`config.mk`:
```
export PLATFORM = sky130hd
export DESIGN_NAME = dbcp_control_port
export DESIGN_NICKNAME = d
export VERILOG_FILES = /design/src/dbcp_pkg.sv /design/src/dbcp_control_port.sv /design/src/dbcp_sync.sv
export VERILOG_INCLUDE_DIRS = /design/src
export SDC_FILE = /design/constraint.sdc
export NUM_CORES = 1
export LEC_CHECK = 0
export BUFFER_PORTS_ARGS = -buffer_cell sky130_fd_sc_hd__buf_2
export CAP_MARGIN = 20
export CORE_UTILIZATION = 30
export CTS_CLUSTER_DIAMETER = 150
export DETAILED_ROUTE_END_ITERATION = 12
export REMOVE_ABC_BUFFERS = 1
export SLEW_MARGIN = 20
export SYNTH_ARGS = -nofsm -noshare
export SYNTH_HDL_FRONTEND = slang
export SYNTH_SLANG_ARGS = --single-unit
```
`constraint.sdc`:
```
create_clock -name pclk -period 2.9 [get_ports pclk]
set_input_delay 0.87 -clock pclk [delete_from_list [all_inputs] [get_ports pclk]]
set_output_delay 0.87 -clock pclk [all_outputs]
set_load 0.01 [all_outputs]
```
`src/dbcp_regs.svh`:
```
// Purpose: Register offsets, field positions, reset values and timing counts.
// Assumes: APB with 32-bit data, one aligned word per register.
// Notes: Included by the control port top module.
`ifndef DBCP_REGS_SVH
`define DBCP_REGS_SVH

`define DBCP_CTRL_OFS 12'h000
`define DBCP_STAT_OFS 12'h004
`define DBCP_IRQ_STAT_OFS 12'h008
`define DBCP_IRQ_MASK_OFS 12'h00C
`define DBCP_XFER_OFS 12'h010
`define DBCP_RDATA_OFS 12'h014

`define DBCP_CTRL_IRQ_EN 0
`define DBCP_CTRL_DONE 1
`define DBCP_CTRL_RESET 32'h0000_0000

`define DBCP_ST_WAKEUP 0
`define DBCP_ST_HD_DONE 1
`define DBCP_ST_HD_SEL 2
`define DBCP_ST_TRK0 3
`define DBCP_ST_BUF 4
`define DBCP_ST_BUSY 5

`define DBCP_EV_WAKEUP 0
`define DBCP_EV_HD_DONE 1
`define DBCP_EV_FLOPPY 2
`define DBCP_EV_BUF 3
`define DBCP_EV_XFER 4
`define DBCP_EV_W 5

`define DBCP_XFER_WRITE 16
`define DBCP_STROBE_NS 30
`define DBCP_CLK_NS 10
`define DBCP_STROBE_CYC ((`DBCP_STROBE_NS + `DBCP_CLK_NS - 1) / `DBCP_CLK_NS)

`endif

```
`src/dbcp_pkg.sv`:
```
// Purpose: Types shared by the control port design.
// Assumes: Nothing beyond the register header.
// Notes: State enumeration for the external bus cycle.
package dbcp_pkg;
   typedef enum logic [2:0] {
      DBCP_IDLE,
      DBCP_ADDR,
      DBCP_LATCH,
      DBCP_TURN,
      DBCP_STROBE,
      DBCP_END
   } dbcp_bus_state_e;
endpackage

```
`src/dbcp_control_port.sv`:
```
// Purpose: Disk buffer control port: muxed bus cycles, wake-up and status pins.
// Assumes: pclk at 100 MHz; presetn asynchronous active low; APB slave.
// Notes: Pin inputs pass two flip-flops before use.
// Operation
// - Poll wake-up input as new command request.
// - Device clears wake-up when command finishes.
// - Master reset restores control, interrupt and bus-cycle logic; transfer fields and synchronisers keep their values.
// - Floppy interrupt only when enabled; reset disables.
// - Read strobe pulses on every bus read.
// - Write strobe pulses while write data valid.
// - One address latch pulse per instruction cycle.
// - Address valid before latch strobe falling edge.
// - Bus carries address then data per access.
// - Poll hard-disk done input for completion.
// - Drive-type high selects hard, low floppy.
// - Track zero input marks home position.
`timescale 1ns/10ps
`include "dbcp_regs.svh"
module dbcp_control_port
   import dbcp_pkg::*;
(
   input wire logic pclk,
   input wire logic presetn,
   input wire logic master_reset_in,
   input wire logic psel,
   input wire logic penable,
   input wire logic pwrite,
   input wire logic [11:0] paddr,
   input wire logic [31:0] pwdata,
   output logic [31:0] prdata,
   output logic pready,
   output logic pslverr,
   output logic irq,
   input wire logic command_wakeup,
   output logic wakeup_clear,
   input wire logic busy_in,
   input wire logic floppy_irq_in,
   input wire logic hard_disk_done_in,
   input wire logic drive_type_select,
   input wire logic track_zero_in,
   input wire logic buffer_full_empty_flag,
   input wire logic [7:0] muxed_bus_in,
   output logic [7:0] muxed_bus_out,
   output logic muxed_bus_oe_n,
   output logic address_latch_strobe,
   output logic read_strobe_n,
   output logic write_strobe_n
);
   localparam int STROBE_CYC = `DBCP_STROBE_CYC;
   localparam int NSYNC = 15;

   logic [NSYNC-1:0] pin_raw;
   logic [NSYNC-1:0] pin_sync;
   logic mreset;
   logic wake_s, busy_s, fd_irq_s, hd_s, type_s, trk_s, buf_s;
   logic [7:0] bus_s;
   logic wake_d, hd_d, buf_d, fd_d;
   logic [31:0] ctrl_reg;
   logic [31:0] irq_stat_reg;
   logic [31:0] irq_mask_reg;
   logic [31:0] ev_set;
   logic [7:0] rdata_reg;
   logic [7:0] xfer_addr_reg;
   logic [7:0] xfer_data_reg;
   logic xfer_write_reg;
   logic xfer_pend_reg;
   logic xfer_busy;
   logic xfer_done;
   logic [7:0] cnt_reg;
   logic apb_wr;
   logic apb_rd;
   logic hit;
   dbcp_bus_state_e state_reg;

   assign pin_raw = {master_reset_in, command_wakeup, busy_in, floppy_irq_in,
      hard_disk_done_in, drive_type_select, track_zero_in, muxed_bus_in};

   dbcp_sync #(
      .WIDTH(NSYNC)
   ) u_sync (
      .pclk(pclk),
      .presetn(presetn),
      .async_in(pin_raw),
      .sync_out(pin_sync)
   );

   dbcp_sync #(
      .WIDTH(1)
   ) u_sync_buf (
      .pclk(pclk),
      .presetn(presetn),
      .async_in(buffer_full_empty_flag),
      .sync_out(buf_s)
   );

   assign mreset = pin_sync[14];
   assign wake_s = pin_sync[13];
   assign busy_s = pin_sync[12];
   assign fd_irq_s = pin_sync[11];
   assign hd_s = pin_sync[10];
   assign type_s = pin_sync[9];
   assign trk_s = pin_sync[8];
   assign bus_s = pin_sync[7:0];

   assign apb_wr = psel && penable && pwrite;
   assign apb_rd = psel && penable && !pwrite;
   assign hit = (paddr == `DBCP_CTRL_OFS) || (paddr == `DBCP_STAT_OFS) ||
      (paddr == `DBCP_IRQ_STAT_OFS) || (paddr == `DBCP_IRQ_MASK_OFS) ||
      (paddr == `DBCP_XFER_OFS) || (paddr == `DBCP_RDATA_OFS);
   assign xfer_busy = (state_reg != DBCP_IDLE) || xfer_pend_reg;

   // Edge history of synchronised inputs for event detection.
   always_ff @(posedge pclk or negedge presetn) begin
      if (!presetn) begin
         wake_d <= 1'b0;
         hd_d <= 1'b0;
         buf_d <= 1'b0;
         fd_d <= 1'b0;
      end else begin
         wake_d <= wake_s;
         hd_d <= hd_s;
         buf_d <= buf_s;
         fd_d <= fd_irq_s;
      end
   end

   always_comb begin
      ev_set = '0;
      ev_set[`DBCP_EV_WAKEUP] = wake_s && !wake_d;
      ev_set[`DBCP_EV_HD_DONE] = hd_s && !hd_d;
      ev_set[`DBCP_EV_FLOPPY] = fd_irq_s && !fd_d && ctrl_reg[`DBCP_CTRL_IRQ_EN];
      ev_set[`DBCP_EV_BUF] = buf_s && !buf_d;
      ev_set[`DBCP_EV_XFER] = xfer_done;
   end

   // Control register; master reset returns it to the disabled state.
   always_ff @(posedge pclk or negedge presetn) begin
      if (!presetn) begin
         ctrl_reg <= `DBCP_CTRL_RESET;
      end else if (mreset) begin
         ctrl_reg <= `DBCP_CTRL_RESET;
      end else if (apb_wr && paddr == `DBCP_CTRL_OFS) begin
         ctrl_reg <= {30'h0, pwdata[`DBCP_CTRL_DONE], pwdata[`DBCP_CTRL_IRQ_EN]};
      end
   end

   // Wake-up clear pulse is held while software signals command completion and the synchronised wake-up input is still high.
   always_ff @(posedge pclk or negedge presetn) begin
      if (!presetn) begin
         wakeup_clear <= 1'b0;
      end else begin
         wakeup_clear <= ctrl_reg[`DBCP_CTRL_DONE] && wake_s && !mreset;
      end
   end

   always_ff @(posedge pclk or negedge presetn) begin
      if (!presetn) begin
         irq_stat_reg <= '0;
      end else if (mreset) begin
         irq_stat_reg <= '0;
      end else if (apb_wr && paddr == `DBCP_IRQ_STAT_OFS) begin
         irq_stat_reg <= (irq_stat_reg & ~pwdata) | ev_set;
      end else begin
         irq_stat_reg <= irq_stat_reg | ev_set;
      end
   end

   always_ff @(posedge pclk or negedge presetn) begin
      if (!presetn) begin
         irq_mask_reg <= '0;
      end else if (mreset) begin
         irq_mask_reg <= '0;
      end else if (apb_wr && paddr == `DBCP_IRQ_MASK_OFS) begin
         irq_mask_reg <= pwdata & 32'h0000_001F;
      end
   end

   always_ff @(posedge pclk or negedge presetn) begin
      if (!presetn) begin
         irq <= 1'b0;
      end else begin
         irq <= |(irq_stat_reg & irq_mask_reg);
      end
   end

   // Transfer request: address in bits 7:0, data in 15:8, direction in bit 16.
   always_ff @(posedge pclk or negedge presetn) begin
      if (!presetn) begin
         xfer_pend_reg <= 1'b0;
         xfer_addr_reg <= 8'h00;
         xfer_data_reg <= 8'h00;
         xfer_write_reg <= 1'b0;
      end else if (mreset) begin
         xfer_pend_reg <= 1'b0;
      end else if (apb_wr && paddr == `DBCP_XFER_OFS && !xfer_busy) begin
         xfer_pend_reg <= 1'b1;
         xfer_addr_reg <= pwdata[7:0];
         xfer_data_reg <= pwdata[15:8];
         xfer_write_reg <= pwdata[`DBCP_XFER_WRITE];
      end else if (state_reg == DBCP_IDLE) begin
         xfer_pend_reg <= 1'b0;
      end
   end

   // External cycle: address, latch pulse, turn, strobe, end.
   always_ff @(posedge pclk or negedge presetn) begin
      if (!presetn) begin
         state_reg <= DBCP_IDLE;
         cnt_reg <= 8'h00;
         address_latch_strobe <= 1'b0;
         read_strobe_n <= 1'b1;
         write_strobe_n <= 1'b1;
         muxed_bus_out <= 8'h00;
         muxed_bus_oe_n <= 1'b1;
         rdata_reg <= 8'h00;
         xfer_done <= 1'b0;
      end else if (mreset) begin
         state_reg <= DBCP_IDLE;
         cnt_reg <= 8'h00;
         address_latch_strobe <= 1'b0;
         read_strobe_n <= 1'b1;
         write_strobe_n <= 1'b1;
         muxed_bus_oe_n <= 1'b1;
         muxed_bus_out <= 8'h00;
         rdata_reg <= 8'h00;
         xfer_done <= 1'b0;
      end else begin
         xfer_done <= 1'b0;
         case (state_reg)
            DBCP_IDLE: begin
               if (xfer_pend_reg) begin
                  muxed_bus_out <= xfer_addr_reg;
                  muxed_bus_oe_n <= 1'b0;
                  state_reg <= DBCP_ADDR;
               end
            end
            DBCP_ADDR: begin
               address_latch_strobe <= 1'b1;
               state_reg <= DBCP_LATCH;
            end
            DBCP_LATCH: begin
               address_latch_strobe <= 1'b0;
               state_reg <= DBCP_TURN;
            end
            DBCP_TURN: begin
               cnt_reg <= 8'(STROBE_CYC - 1);
               if (xfer_write_reg) begin
                  muxed_bus_out <= xfer_data_reg;
                  state_reg <= DBCP_STROBE;
               end else begin
                  muxed_bus_oe_n <= 1'b1;
                  state_reg <= DBCP_STROBE;
               end
            end
            DBCP_STROBE: begin
               if (xfer_write_reg) begin
                  write_strobe_n <= 1'b0;
               end else begin
                  read_strobe_n <= 1'b0;
               end
               if (!read_strobe_n || !write_strobe_n) begin
                  if (cnt_reg == 8'h00) begin
                     state_reg <= DBCP_END;
                     read_strobe_n <= 1'b1;
                     write_strobe_n <= 1'b1;
                     if (!xfer_write_reg) begin
                        rdata_reg <= bus_s;
                     end
                  end else begin
                     cnt_reg <= cnt_reg - 8'h01;
                  end
               end
            end
            DBCP_END: begin
               muxed_bus_oe_n <= 1'b1;
               xfer_done <= 1'b1;
               state_reg <= DBCP_IDLE;
            end
            default: begin
               state_reg <= DBCP_IDLE;
            end
         endcase
      end
   end

   // APB answers in the access cycle; unmapped addresses return an error.
   always_ff @(posedge pclk or negedge presetn) begin
      if (!presetn) begin
         prdata <= 32'h0000_0000;
         pready <= 1'b0;
         pslverr <= 1'b0;
      end else begin
         pready <= psel && !penable;
         pslverr <= psel && !penable && !hit;
         prdata <= 32'h0000_0000;
         if (psel && !penable && !pwrite) begin
            if (paddr == `DBCP_CTRL_OFS) begin
               prdata <= ctrl_reg;
            end else if (paddr == `DBCP_STAT_OFS) begin
               prdata <= {26'h0, busy_s, buf_s, trk_s, type_s, hd_s, wake_s};
            end else if (paddr == `DBCP_IRQ_STAT_OFS) begin
               prdata <= irq_stat_reg;
            end else if (paddr == `DBCP_IRQ_MASK_OFS) begin
               prdata <= irq_mask_reg;
            end else if (paddr == `DBCP_XFER_OFS) begin
               // Busy sits in bit 23; the request fields read back where they were written.
               prdata <= {8'h00, xfer_busy, 6'h00, xfer_write_reg, xfer_data_reg, xfer_addr_reg};
            end else if (paddr == `DBCP_RDATA_OFS) begin
               prdata <= {24'h00_0000, rdata_reg};
            end
         end
      end
   end

   logic unused_apb;
   assign unused_apb = apb_rd;
endmodule // dbcp_control_port

```
`src/dbcp_sync.sv`:
```
// Purpose: Two flip-flop synchroniser for a group of pin inputs.
// Assumes: Inputs are asynchronous levels.
// Notes: The first stage is read only by the second.
`timescale 1ns/10ps
module dbcp_sync #(
   parameter int WIDTH = 1
) (
   input wire logic pclk,
   input wire logic presetn,
   input wire logic [WIDTH-1:0] async_in,
   output logic [WIDTH-1:0] sync_out
);
   logic [WIDTH-1:0] meta_reg;

   always_ff @(posedge pclk or negedge presetn) begin
      if (!presetn) begin
         meta_reg <= '0;
         sync_out <= '0;
      end else begin
         meta_reg <= async_in;
         sync_out <= meta_reg;
      end
   end
endmodule // dbcp_sync
```
==> results.cfg <==
[sta]
hold_ws_ps = 346
hold_violations = 0
max_freq_ghz = 0.438
max_slew.worst_pin.slew_ps = 629
setup_violations = 0
finalCriticalPeriod_ps = 2280
fin_skew_ps = 8.97
report.final.slew_viol_count = 0
worst_slack_ps = 615
rsz0062_at_grt = no
period_share_pct = 78.8
maxSlewHeadroom_pct = 58.1

[setup_path]
cp.required_ps = 3210
crit_type = reg -> reg
worstRegToRegCells = 4
r2r-start = state_reg[1]$_DFFE_PN0P_
worstSetupEndpoint = cnt_reg[5]$_DFFE_PN0P_
arrival_ps = 2590
crit_path_start_kind = register
critical_path.startpoint = state_reg[1]$_DFFE_PN0P_
cp_max_fo = 14
reg2reg_slack_ps = 620
endpoint_kind = register
r2r_end = cnt_reg[5]$_DFFE_PN0P_

[routing]
routedWlPerCell_um = 16.2
drt_iter0_drc = 218
drtAntennaViolNets = 0
drc = 0
vias = 4549
vias_per_cell = 4.77
routed_wl_um = 15400
drt_first_pass_iters = 4

[synth]
avgSynthCellArea_um2 = 11.8
async_flop_share_pct = 100
synthFlopType = dfrtp_1
synth_area_mm2 = 0.00644
synth_seq_cells = 161
ys.warnings.count = 0
synth_cell_type_count = 53
synth_edf_count = 0
synth_seq_area_share_pct = 62.6
synthCells = 546

[clock_tree]
cts_resized = 0
clock_path_buffers = 2
postCtsSetupRepairBufs = 0
cts_buffers = 17
clk_root_buffer_cell = clkbuf_16
cts_hold_buf = 0
clkLatencyLatePin_ps = 420
tritoncts = yes
cts.sinks = 161
clk_pin_slew_ps = 60
htreeDepth = 4

[cells_and_area]
syn_to_final_growth_pct = 22.7
drive_gt1_share_pct = 29.1
fillers = 2074
nNetsFinal = 731

[floorplanning]
die_area_mm2 = 0.0221
std_cell_rows = 53
fp.dieW_um = 149
start_util_pct = 30.6
pin_count = 113
core_mm2 = 0.0210
die_h_um = 149

[place]
place_congestion = 0.768
io_buffers = 112
dp_hpwl_um = 11000
place_ws_ps = 210

[min_path]
hold_class = reg -> reg

[power_and_ir_drop]
ir_drop_uv = 394
power.density_mw_per_mm2 = 573
power_leakage_nw = 3.85

[flow_run]
cap_viol_max_count = 0

[global_routing]
grt_pass1_wl_um = 24600
grt_max_degree = 57
grt_pass1_vias = 4415
grtUsageTotal_pct = 14.8
antenna_found_initial = 2
grt_remaining_overflow = 0

[run_status]
status = finished clean
kinds of logic (layout without fill, tap and decap cells):
group	Yosys count	count (layout)	synth area share, %
and+or+nand+nor	178	178	14.1
other	0	1	0
buffers and inverters	43	174	3.24
xor gates and xnor gates	1	1	0.136
DFF	161	161	62.6
adders and majority gates	2	2	0.389
muxes	43	43	7.64
AOI/OAI and AO/OA	118	118	11.9
placed cells by master (no fill, tap or decap), drive strengths merged, types with 6 or more instances in the layout:
| cell | n |
|---|---|
| clkinv | 7 |
| nand3 | 21 |
| mux2i | 21 |
| clkbuf | 21 |
| nor2 | 36 |
| a311oi | 6 |
| nand2 | 60 |
| inv | 14 |
| o21ai | 17 |
| buf | 130 |
| mux2 | 22 |
| dfrtp | 158 |
| nor3 | 8 |
| nor4 | 6 |
| nor2b | 8 |
| and3 | 18 |
| a22oi | 13 |
| a21oi | 52 |
layer usage:
| layer | track usage (%) | wire [µm] | share of wire (%) |
|---|---|---|---|
| met1 | 19.8 | 7110 | 46 |
| met2 | 23.3 | 7350 | 48 |
| met3 | 4.05 | 818 | 5.3 |
| met4 | 4.43 | 156 | 1.0 |
| met5 | 0 | 13 | 0.084 |
cell usage after synthesis, drive strengths merged (2+ instances only):
cell type    n  area [µm²]
buf         10        83.8
nor2        36         135
nand3       21         105
nand3b       2        15.0
nor2b        8        50.1
o2bb2ai      4        35.0
nor4         6        73.8
a22oi       13        97.6
clkbuf      21        80.1
mux2        22         282
or4          5        45.0
nand2b       4        25.0
dfrtp      158        3950
a21oi       52         260
nand2       60         233
nor3         8        40.0
o211ai       4        30.0
or3b         2        17.5
inv         11        41.3
a41o         3        30.0
ha           2        25.0
o21ai       17        85.1
and3        18         113
mux2i       21         210
dfstp        3        78.8
o22a         5        43.8
a31oi        5        31.3
or2          3        18.8
a32oi        2        17.5
a311oi       6        52.6
where the power goes:
group | total [mW] | leakage [nW] | switching, mW | internal, mW
sequential | 2.29 | 2.15 | 0.0145 | 2.28
clock | 2.04 | 0.264 | 0.901 | 1.14
combinational | 0.193 | 1.44 | 0.125 | 0.0676
through the flow:
stage	TNS (ps)	total power, mW	instances	instance area, µm²	utilization [%]
after floorplan	-9770	2.38	515	6280	-
after global placement	0	2.53	920	7360	35.0
after detailed placement	0	2.53	920	7360	35.0
after CTS	0	4.60	952	7900	37.6
after global routing	0	4.71	952	7900	37.6
final	0	4.53	953	7900	37.6
worst min-delay path by stage:
stage | slack, ps | startpoint | end | cells past startpoint
finish | 350 | u_sync.meta_reg[8]$_DFF_PN0_ | u_sync.sync_out[8]$_DFF_PN0_ | 0
global route | 350 | u_sync.meta_reg[12]$_DFF_PN0_ | u_sync.sync_out[12]$_DFF_PN0_ | 0
CTS | 350 | u_sync.meta_reg[5]$_DFF_PN0_ | u_sync.sync_out[5]$_DFF_PN0_ | 0
detailed placement | 330 | u_sync.meta_reg[5]$_DFF_PN0_ | u_sync.sync_out[5]$_DFF_PN0_ | 0
global placement | 330 | u_sync.meta_reg[10]$_DFF_PN0_ | u_sync.sync_out[10]$_DFF_PN0_ | 0
floorplan | 330 | u_sync.meta_reg[0]$_DFF_PN0_ | u_sync.sync_out[0]$_DFF_PN0_ | 0
worst max-delay path: stages, from the launching register on:
cell and delay [ps]:
dfrtp_1 520, or3b_2 630, a2111oi_4 610, a31oi_1 190, a41o_1 220
final cells by class:
type | count | area, µm² | area share (%)
flip-flops and latches | 161 | 4030 | 51.0
inverters | 12 | 45.0 | 0.570
multi-input cells | 342 | 2200 | 27.8
diodes | 1 | 2.50 | 0.0317
clock inverters | 11 | 78.8 | 0.998
well taps | 275 | 344 | 4.35
repair buffers | 130 | 739 | 9.36
clock buffers | 21 | 460 | 5.83
(Power assumes the default switching activity.)
